## src/inc/vcu_cfg.svh

```systemverilog
`ifndef VCU_CFG_SVH
`define VCU_CFG_SVH
// core clock figures in kHz, large and small device variants
`define VCU_FAST_KHZ_BIG    400000
`define VCU_SLOW_KHZ_BIG    100000
`define VCU_FAST_KHZ_SMALL  266660
`define VCU_SLOW_KHZ_SMALL  66660
`define VCU_REF_KHZ         100000
// widths and reset values
`define VCU_PIX_W           8
`define VCU_FIFO_DEPTH      8
`define VCU_TTP_W           4
`define VCU_TTP_RST         4'h0
`define VCU_STOPPED_RST     1'b1
`endif

```

## src/inc/vcu_pkg.sv

```systemverilog
package vcu_pkg;
	typedef enum logic [1:0]
	{
		VCU_IDLE  = 2'b00,
		VCU_ARMED = 2'b01,
		VCU_GRAB  = 2'b10,
		VCU_DRAIN = 2'b11
	} vcu_state_t;

	typedef enum logic
	{
		VCU_SRC_SERIAL   = 1'b0,
		VCU_SRC_PARALLEL = 1'b1
	} vcu_src_t;
endpackage : vcu_pkg

```

## src/inc/vcu_pix_if.sv

```systemverilog
`timescale 1ns/1ps
`default_nettype none
interface vcu_pix_if #(parameter int W = 8);
	logic [W-1:0] data;
	logic         valid;
	logic         ready;
	modport src (output data, output valid, input ready);
	modport snk (input data, input valid, output ready);
endinterface : vcu_pix_if
`default_nettype wire

```

## src/design/vcu_fifo.sv

```systemverilog
`timescale 1ns/1ps
`default_nettype none
module vcu_fifo
	import vcu_pkg::*;
#(
	parameter int W     = 8,
	parameter int DEPTH = 8
)(
	input  wire logic clk,
	input  wire logic rst_n,
	vcu_pix_if.snk    wr,
	vcu_pix_if.src    rd
);
	localparam int AW = $clog2(DEPTH);

	logic [W-1:0] mem_r [DEPTH];
	logic [AW-1:0] wp_r;
	logic [AW-1:0] rp_r;
	logic [AW:0]   cnt_r;
	logic          push;
	logic          pop;

	// -----------------------------------------------------------
	// handshakes
	// -----------------------------------------------------------
	// the count is one bit wider than the pointers, so full is exact
	assign wr.ready = (cnt_r != (AW+1)'(DEPTH));
	assign rd.valid = (cnt_r != '0);
	assign rd.data  = mem_r[rp_r];
	assign push     = wr.valid && wr.ready;
	assign pop      = rd.valid && rd.ready;

	// storage, written by index
	always_ff @(posedge clk)
	begin
		if (push)
			mem_r[wp_r] <= wr.data;
	end

	// pointers wrap at depth, so depth need not be a power of two
	always_ff @(posedge clk)
	begin
		if (!rst_n)
		begin
			wp_r  <= '0;
			rp_r  <= '0;
			cnt_r <= '0;
		end
		else
		begin
			if (push)
				wp_r <= (wp_r == AW'(DEPTH-1)) ? '0 : wp_r + 1'b1;
			if (pop)
				rp_r <= (rp_r == AW'(DEPTH-1)) ? '0 : rp_r + 1'b1;
			cnt_r <= cnt_r + (AW+1)'(push) - (AW+1)'(pop);
		end
	end
endmodule : vcu_fifo
`default_nettype wire

```

## src/design/vcu_ctrl.sv

```systemverilog
// Summary of operation
// - shadow mode set before parallel select leaves serial source in use until a serial frame start.
// - unit stays module-stopped after power-up until reset release.
// - large variants derive slow core rate of 100 MHz from 400 MHz.
// - small variant uses 266.66 MHz fast and 66.66 MHz slow clocks.
`timescale 1ns/1ps
`default_nettype none
`include "vcu_cfg.svh"
module vcu_ctrl
	import vcu_pkg::*;
#(
	parameter bit SMALL_VARIANT = 1'b0,
	parameter int PIX_W         = `VCU_PIX_W,
	parameter int FIFO_DEPTH    = `VCU_FIFO_DEPTH
)(
	input  wire logic                  REF_CLK,
	input  wire logic                  RSTN,
	input  wire logic                  SOFT_RESET_ASSERT_BIT,
	input  wire logic                  SOFT_RESET_RELEASE_BIT,
	input  wire logic                  MODULE_ENABLE,
	input  wire logic                  CONTINUOUS_GRAB,
	input  wire logic                  SINGLE_GRAB,
	input  wire logic                  SHADOW_UPDATE_MODE,
	input  wire logic                  PARALLEL_PIN_INPUT_SELECT,
	input  wire logic                  VSYNC_FIELD_TOGGLE_ENABLE,
	input  wire logic [`VCU_TTP_W-1:0] TOGGLE_TRANSITION_PERIOD,
	input  wire logic                  FLAG_CLEAR,
	input  wire logic                  PIX_CLK,
	input  wire logic                  PIX_VSYNC,
	input  wire logic [PIX_W-1:0]      PIX_DATA,
	input  wire logic                  SER_FRAME_START,
	input  wire logic                  SER_FRAME_END,
	input  wire logic                  SER_VALID,
	input  wire logic [PIX_W-1:0]      SER_DATA,
	output var  logic                  MODULE_STOPPED,
	output var  logic                  FRAME_GRAB_RUNNING,
	output var  logic                  FRAME_END_FLAG,
	output var  logic                  FIELD_FLAG,
	output var  logic                  PARALLEL_ACTIVE,
	output var  logic                  SLOW_CORE_EN,
	output logic [PIX_W-1:0]           OUT_DATA,
	output logic                       OUT_VALID,
	input  wire logic                  OUT_READY,
	output logic                       IN_OVERRUN
);
	// -----------------------------------------------------------
	// core clock divider
	// -----------------------------------------------------------
	localparam int FAST_KHZ = SMALL_VARIANT ? `VCU_FAST_KHZ_SMALL
	                                        : `VCU_FAST_KHZ_BIG;
	localparam int SLOW_KHZ = SMALL_VARIANT ? `VCU_SLOW_KHZ_SMALL
	                                        : `VCU_SLOW_KHZ_BIG;
	localparam int DIV      = (FAST_KHZ / SLOW_KHZ < 1) ? 1
	                                                    : FAST_KHZ / SLOW_KHZ;
	logic [3:0] div_r;

	// fast rate is the reference itself; slow is a 1-in-DIV enable
	always_ff @(posedge REF_CLK)
	begin
		if (!RSTN)
			div_r <= '0;
		else
			div_r <= (div_r == 4'(DIV-1)) ? '0 : div_r + 4'h1;
	end
	assign SLOW_CORE_EN = (div_r == 4'(DIV-1));

	// -----------------------------------------------------------
	// module stop and soft reset
	// -----------------------------------------------------------
	logic stopped_r;
	logic in_srst_r;
	logic hold;

	// only a release ends the stopped state, so power-up alone never runs
	always_ff @(posedge REF_CLK)
	begin
		if (!RSTN)
		begin
			stopped_r <= `VCU_STOPPED_RST;
			in_srst_r <= 1'b0;
		end
		else if (SOFT_RESET_ASSERT_BIT)
			in_srst_r <= 1'b1;
		else if (SOFT_RESET_RELEASE_BIT)
		begin
			in_srst_r <= 1'b0;
			stopped_r <= 1'b0;
		end
	end
	assign hold           = stopped_r || in_srst_r || SOFT_RESET_ASSERT_BIT;
	assign MODULE_STOPPED = stopped_r;

	// -----------------------------------------------------------
	// parallel pin sampling, two flops before any logic
	// -----------------------------------------------------------
	logic [PIX_W+1:0] pin_s1_r;
	logic [PIX_W+1:0] pin_s2_r;
	logic             pclk_d_r;
	logic             vs_d_r;

	always_ff @(posedge REF_CLK)
	begin
		pin_s1_r <= {PIX_CLK, PIX_VSYNC, PIX_DATA};
		pin_s2_r <= pin_s1_r;
	end

	// edge memory reads only the second stage
	always_ff @(posedge REF_CLK)
	begin
		if (!RSTN)
		begin
			pclk_d_r <= 1'b0;
			vs_d_r   <= 1'b1;
		end
		else if (pin_s2_r[PIX_W+1] && !pclk_d_r)
			vs_d_r <= pin_s2_r[PIX_W];
		if (RSTN)
			pclk_d_r <= pin_s2_r[PIX_W+1];
	end

	logic par_edge;
	logic par_fs;
	logic par_fe;
	assign par_edge = pin_s2_r[PIX_W+1] && !pclk_d_r;
	// vsync high is blanking: falling starts a frame, rising ends it
	assign par_fs   = par_edge && vs_d_r && !pin_s2_r[PIX_W];
	assign par_fe   = par_edge && !vs_d_r && pin_s2_r[PIX_W];

	// -----------------------------------------------------------
	// source selection with shadow update
	// -----------------------------------------------------------
	logic src_r;
	logic fs;
	logic fe;
	assign fs = src_r ? par_fs : SER_FRAME_START;
	assign fe = src_r ? par_fe : SER_FRAME_END;

	// shadowed select only lands on a frame start of the current source;
	// a grounded serial link never gives one, so the switch is stuck
	always_ff @(posedge REF_CLK)
	begin
		if (!RSTN || hold)
			src_r <= VCU_SRC_SERIAL;
		else if (!SHADOW_UPDATE_MODE || fs)
			src_r <= PARALLEL_PIN_INPUT_SELECT;
	end
	assign PARALLEL_ACTIVE = src_r;

	// -----------------------------------------------------------
	// capture state machine
	// -----------------------------------------------------------
	vcu_state_t st_r;
	logic       grab_req;
	logic       single_r;
	assign grab_req = MODULE_ENABLE && (CONTINUOUS_GRAB || SINGLE_GRAB);

	// running follows the frame, not the request, so a stop lands at fe
	always_ff @(posedge REF_CLK)
	begin
		if (!RSTN || hold)
		begin
			st_r     <= VCU_IDLE;
			single_r <= 1'b0;
		end
		else
		begin
			case (st_r)
			VCU_IDLE:
				if (grab_req)
					st_r <= VCU_ARMED;
			VCU_ARMED:
				if (!grab_req)
					st_r <= VCU_IDLE;
				else if (fs)
				begin
					st_r     <= VCU_GRAB;
					single_r <= !CONTINUOUS_GRAB;
				end
			VCU_GRAB:
				if (fe && (!grab_req || single_r))
					st_r <= VCU_DRAIN;
			VCU_DRAIN:
				if (!grab_req)
					st_r <= VCU_IDLE;
			default:
				st_r <= VCU_IDLE;
			endcase
		end
	end
	assign FRAME_GRAB_RUNNING = (st_r == VCU_GRAB);

	// -----------------------------------------------------------
	// frame end and field flags, set beats clear
	// -----------------------------------------------------------
	logic [`VCU_TTP_W-1:0] ttp_cnt_r;
	logic                  fe_flag_r;
	logic                  fld_flag_r;
	logic                  toggle;
	assign toggle = VSYNC_FIELD_TOGGLE_ENABLE && fs &&
	                (ttp_cnt_r == TOGGLE_TRANSITION_PERIOD);

	// field toggles after the programmed number of extra frame starts
	always_ff @(posedge REF_CLK)
	begin
		if (!RSTN || hold || !VSYNC_FIELD_TOGGLE_ENABLE)
			ttp_cnt_r <= `VCU_TTP_RST;
		else if (fs)
			ttp_cnt_r <= toggle ? `VCU_TTP_RST : ttp_cnt_r + 4'h1;
	end

	always_ff @(posedge REF_CLK)
	begin
		if (!RSTN || hold)
		begin
			fe_flag_r  <= 1'b0;
			fld_flag_r <= 1'b0;
		end
		else
		begin
			fe_flag_r  <= (st_r == VCU_GRAB && fe) ||
			              (fe_flag_r && !FLAG_CLEAR);
			fld_flag_r <= (st_r != VCU_IDLE && toggle) ||
			              (fld_flag_r && !FLAG_CLEAR);
		end
	end
	assign FRAME_END_FLAG = fe_flag_r;
	assign FIELD_FLAG     = fld_flag_r;

	// -----------------------------------------------------------
	// pixel path into the buffer
	// -----------------------------------------------------------
	vcu_pix_if #(.W(PIX_W)) in_if ();
	vcu_pix_if #(.W(PIX_W)) out_if ();
	logic [PIX_W-1:0] pix_r;
	logic             pix_v_r;
	logic             ovr_r;

	// a full buffer cannot stall a sensor, so lost pixels are flagged
	always_ff @(posedge REF_CLK)
	begin
		if (!RSTN || hold)
		begin
			pix_r   <= '0;
			pix_v_r <= 1'b0;
			ovr_r   <= 1'b0;
		end
		else
		begin
			pix_v_r <= (st_r == VCU_GRAB) &&
			           (src_r ? (par_edge && !pin_s2_r[PIX_W]) : SER_VALID);
			pix_r   <= src_r ? pin_s2_r[PIX_W-1:0] : SER_DATA;
			ovr_r   <= ovr_r || (pix_v_r && !in_if.ready);
		end
	end
	assign in_if.valid   = pix_v_r;
	assign in_if.data    = pix_r;
	assign out_if.ready  = OUT_READY;
	assign OUT_VALID     = out_if.valid;
	assign OUT_DATA      = out_if.data;
	assign IN_OVERRUN    = ovr_r;

	vcu_fifo #(.W(PIX_W), .DEPTH(FIFO_DEPTH)) u_fifo (
		.clk   (REF_CLK),
		.rst_n (RSTN && !hold),
		.wr    (in_if),
		.rd    (out_if)
	);
endmodule : vcu_ctrl
`default_nettype wire

```

## config.mk

```make
export PLATFORM = sky130hd
export DESIGN_NAME = vcu_ctrl
export DESIGN_NICKNAME = d
export VERILOG_FILES = /design/src/inc/vcu_pkg.sv /design/src/inc/vcu_pix_if.sv /design/src/design/vcu_fifo.sv /design/src/design/vcu_ctrl.sv
export VERILOG_INCLUDE_DIRS = /design/src /design/src/inc
export SDC_FILE = /design/constraint.sdc
export NUM_CORES = 1
export LEC_CHECK = 0
export BUFFER_PORTS_ARGS = -buffer_cell sky130_fd_sc_hd__buf_2
export CORE_MARGIN = 4
export CORE_UTILIZATION = 55
export DETAILED_ROUTE_END_ITERATION = 7
export PLACE_DENSITY = 0.85
export SYNTH_ARGS = -nofsm -noshare
export SYNTH_HDL_FRONTEND = slang
export SYNTH_SLANG_ARGS = --single-unit
```

## constraint.sdc

```tcl
create_clock -name REF_CLK -period 6.45 [get_ports REF_CLK]
set_input_delay 0.9675 -clock REF_CLK [delete_from_list [all_inputs] [get_ports REF_CLK]]
set_output_delay 0.9675 -clock REF_CLK [all_outputs]
set_load 0.02 [all_outputs]
```

======== After elaboration in Yosys (flattened, before gate mapping) ========
Memories as Yosys holds them, arrays and structs flattened. A register that Yosys moved wholly into a read port is not among the register bits.
Cells that the tools add are included.
operators by class
  add/subtract/negate cells ............... 6
  eq/ne operators ......................... 12
  multiplexer cells ....................... 19
  bitwise gates (word level) .............. 2
  reductions and logical operators ........ 48
operators by type and width
  cell                                                             number
  1-bit logical AND                                                19
  3-bit 2-to-1 mux                                                 4
  1-bit logical NOT                                                11
  1-bit logical OR                                                 10
  2-bit 2-to-1 mux                                                 5
  4-bit by 1-bit adder with 4-bit output, second input constant    2
  8-bit 2-to-1 mux                                                 1
  2-bit case mux with 4 select lines                               1
  1-bit 2-to-1 mux                                                 7
  3-bit by 1-bit adder with 3-bit output, second input constant    2
  3-bit == test, second input constant                             2
  4-bit by 1-bit adder with 4-bit output                           1
  2-bit == test, second input constant                             2
  4-bit by 2-bit == test with 1-bit output, second input constant  1
  4-bit == test                                                    1
  4-bit 2-to-1 mux                                                 1
  2-bit != test, second input constant                             2
  4-bit != test, second input constant                             1
  4-bit AND reduction                                              1
  2-bit nonzero test                                               2
  4-bit nonzero test                                               1
  4-bit by 1-bit subtractor with 4-bit output                      1
  3-bit != test, second input constant                             1
  3-bit AND reduction                                              1
  6 further kinds                                                  7
word-level totals
  flip-flop bits (word level) ............. 58
  RAM bits ................................ 64
  input port bits ......................... 37
  output and inout port bits .............. 16
  logic and storage cells ................. 107
  memories kept ........................... 1
memory list
  memory        words  width  read ports  clocked after Yosys merged registers in  write ports  RTL line        RTL
  u_fifo.mem_r  8      8      1           1                                        1            vcu_fifo.sv:16  logic [W-1:0] mem_r [DEPTH];

======== Depth between registers and ports, before layout ========
  word-level depth ........................ 9
  gate-level depth with buffers ........... 12
  depth with buffers taken out ............ 12

======== Cells and area by module ========
Synthesis repeated with hierarchy kept, for this count alone.
unflattened totals
  cell total of the unflattened synthesis .. 322
  area, all modules ....................... 4815.9 sq um
modules (own cells, without submodules)
  module    instances  cells an instance  area an instance (sq um)  seq. area each (sq um)
  vcu_fifo  1          170                3170.5                    2182.1
  vcu_ctrl  1          152                1645.3                    960.9

======== Worst setup path before layout ========
Ideal clock, no wire load.
  path kind ............................... reg2out
  start point ............................. register (tool-made name)
  end point ............................... output OUT_DATA[0]
  arrival time ............................ 1.654 ns
  required time ........................... 5.483 ns
  setup slack ............................. 3.829 ns
  stages on the path, launching flop included .. 5
  path buffers ............................ 2
  cell sequence ........................... dfxtp_1 > buf_2 > buf_2 > mux4_2 > mux2_2
RTL lines
  what           RTL line        RTL
  end, declared  vcu_ctrl.sv:41  output logic [PIX_W-1:0] OUT_DATA,

==> key figures <==
Logic synthesis
  – Sequential fraction of the synthesis area: 66.7%
  – Avg Cell Area, Syn: 14.5 um^2
  – Yosys Warn Count: 0
  – Synthesis-stage register bit count: 125
  – Synth cell types: 48
  – Cell count after synthesis: 324
  – Post-Syn Area: 4710 um^2
  – Post-Syn Nets: 374
  – Synth async-reset ratio: 0%
  – Post-synth EDFFs: 64
  – Top_reg_cell synth: edfxtp_1

Global routing
  – GRT overflow: 0
  – Vias in the first global route: 2906
  – Antenna violations before repair: 0
  – GRT Overall Usage: 19.3%
  – Largest net degree at the start of global routing: 27
  – Global-route wire length before repair: 14.5 mm

Placement
  – IO Port Bufs: 52
  – Dpl hpwl: 5.60 mm
  – Post-Place Cell Area: 5090 um^2
  – Placer Congestion: 0.834

Hold path
  – Hold depth: 0
  – Worst hold path class: reg -> reg
  – Worst hold endpoint: pin_s2_r[6]$_DFF_P_
  – Hold path startpoint: pin_s1_r[6]$_DFF_P_

Clocking
  – Setup Buffers After CTS: 0
  – Reg clk slew, reported paths: 0.06 ns
  – Skew-Pair Late Insertion Delay: 0.52 ns
  – CTS sink cnt: 125
  – Cts repair resizes: 0
  – Root Driver: clkbuf_8
  – Max clock buf depth: 2
  – CTS tree: yes
  – H-Tree Depth: 4
  – Post-CTS Hold Fix Bufs: 0
  – CTS Buf Count: 17

Pwr
  – Max VDD drop: 0.224 mV
  – P_leak: 2.13 nW
  – Power Density: 313 nW/um^2

Cells and area
  – # nets final: 438
  – Share of layout cells above drive strength 1: 29.4%
  – Commonest cells after routing, fill and taps aside: edfxtp_1 (64), dfxtp_1 (61), buf_2 (52)
  – FILL cells: 558
  – Area Growth Syn to Fin: 20.1%
  – Diodes inserted: 0
  – Fin area: 5660 um^2
  – Most common cell after layout, fill and taps aside: edfxtp_1

Setup path
  – Crit-path slowest cell: dfxtp_1
  – Critical path class: reg -> out
  – CP delay by family, top: flip-flops
  – Reg2reg start: u_fifo.cnt_r[2]$_SDFF_PN0_
  – Crit-path max cell delay: 0.98 ns
  – Crit-path max FO: 16
  – Setup crit end kind: primary output
  – WP buf/inv: 1
  – Required @ worst endpoint: 5.48 ns
  – Reg2reg path depth: 11
  – Worst reg2reg setup slack: 3.97 ns
  – RR Endpoint: u_fifo.cnt_r[2]$_SDFF_PN0_
  – Critical path, cell by cell: mux4_2 > mux2_2 > buf_2
  – Arrival time worst endpoint: 2.57 ns
  – Critical path startpoint category: register

Floorplanning
  – Die area: 10100 um^2
  – Die width: 101 um
  – Core area: 8260 um^2
  – Initial Util: 57.0%
  – Die height: 101 um
  – Boundary pin count: 53
  – Row Count: 33

Drt
  – Pre-antenna DRT Iters: 4
  – DRC: 0
  – Antenna-violating nets left: 0
  – First DRT Iteration DRCs: 182
  – Via density: 5.49
  – Via count: 2779
  – Routed length per instance: 17.3 um
  – Routed wire length: 8.75 mm

STA
  – Final setup fails: 0
  – Final Hold Viols: 0
  – Skew final: 0.0101 ns
  – Final Max Slew Viols: 0
  – Peak Freq: 0.283 GHz
  – Max_slew headroom: 32.9%
  – Fin crit share: 54.8%
  – RSZ-0062 raised after global routing: false
  – Setup TNS Final: 0 ns
  – Post-route minimum period: 3.53 ns
  – Worst-Margin Slew: 1.01 ns

Outcome
  – Status: complete, no violations

Run
  – Max-cap check violation count: 0
==> report_power, final <==
part	total [mW]	leakage [nW]	switching, mW	internal (mW)
Combinational	0.0322	0.765	0.0159	0.0163
Sequential	0.846	1.09	0.00628	0.840
Clock	0.893	0.271	0.370	0.523
Total	1.77	2.13	0.392	1.38
==> metal layers <==
metal / track usage (%) / share of wire, %
met4: 7.25 / 1.0
met1: 24.1 / 40
met3: 5.88 / 7.1
met5: 0 / 0
met2: 32.0 / 52
==> worst max path at each step <==
stage             start           to  slack [ns]  cells after the start
5_1_grt        register  OUT_DATA[0]        2.67                      3
2_1_floorplan  register  OUT_DATA[0]        3.83                      4
3_5_place_dp   register  OUT_DATA[4]        3.37                      3
3_3_place_gp   register  OUT_DATA[0]        3.43                      3
6_report       register  OUT_DATA[0]        2.92                      3
4_1_cts        register  OUT_DATA[0]        2.81                      3
==> Yosys cell counts, types with 7 or more instances <==
master	instances	area [um^2]
a21oi_1	14	70.1
clkbuf_1	7	26.3
dfxtp_1	61	1220
edfxtp_1	64	1920
ha_1	12	150
inv_1	13	48.8
mux2_2	9	101
mux2i_1	11	110
mux4_2	16	360
nand2_1	20	75.1
nand3_1	8	40.0
nor2_1	20	75.1
==> metrics by stage <==
| stage | instances | hold slack [ns] | setup slack, ns | utilization, % | total power, mW |
|---|---|---|---|---|---|
| finish | 506 | 0.325 | 2.92 | 68.5 | 1.77 |
| global route | 506 | 0.333 | 2.67 | 68.5 | 1.84 |
| CTS | 506 | 0.325 | 2.81 | 68.5 | 1.78 |
| detailed placement | 474 | 0.312 | 3.37 | 61.6 | 0.895 |
| global placement | 474 | 0.312 | 3.43 | 61.6 | 0.893 |
| floorplan | 324 | 0.310 | 3.83 | - | 0.877 |
==> cell families after synthesis <==
logic type	after synthesis	synth area share, %
adder cells (fa/ha/maj)	13	3.61
multiplexers	36	12.1
buffers and inverters	26	2.15
AND/OR/NAND/NOR	83	9.43
XOR/XNOR	7	1.30
AO/OA/AOI/OAI	34	4.62
flip-flops	125	66.7
==> state kept, by name, indices dropped and copies added, names as in the netlist, 3 cells and up, named ones only <==
name / flops
u_fifo.wp_r: 3
in_if.data: 8
div_r: 4
u_fifo.mem_r: 64
u_fifo.cnt_r: 4
pin_s1_r: 10
pin_s2_r: 10
u_fifo.rp_r: 3
ttp_cnt_r: 4
==> area by class of cell <==
type                            instances  area [um^2]  share of cell area (%)
Timing Repair Buffer                   57          298                    5.27
Inverter                               14         52.6                   0.929
Clock buffer                           17          414                    7.32
Multi-Input combinational cell        173         1470                    25.9
Tap cell                              105          131                    2.32
Clock inverter                         15          151                    2.68
Sequential cell                       125         3140                    55.6
(Power assumes the default switching activity.)
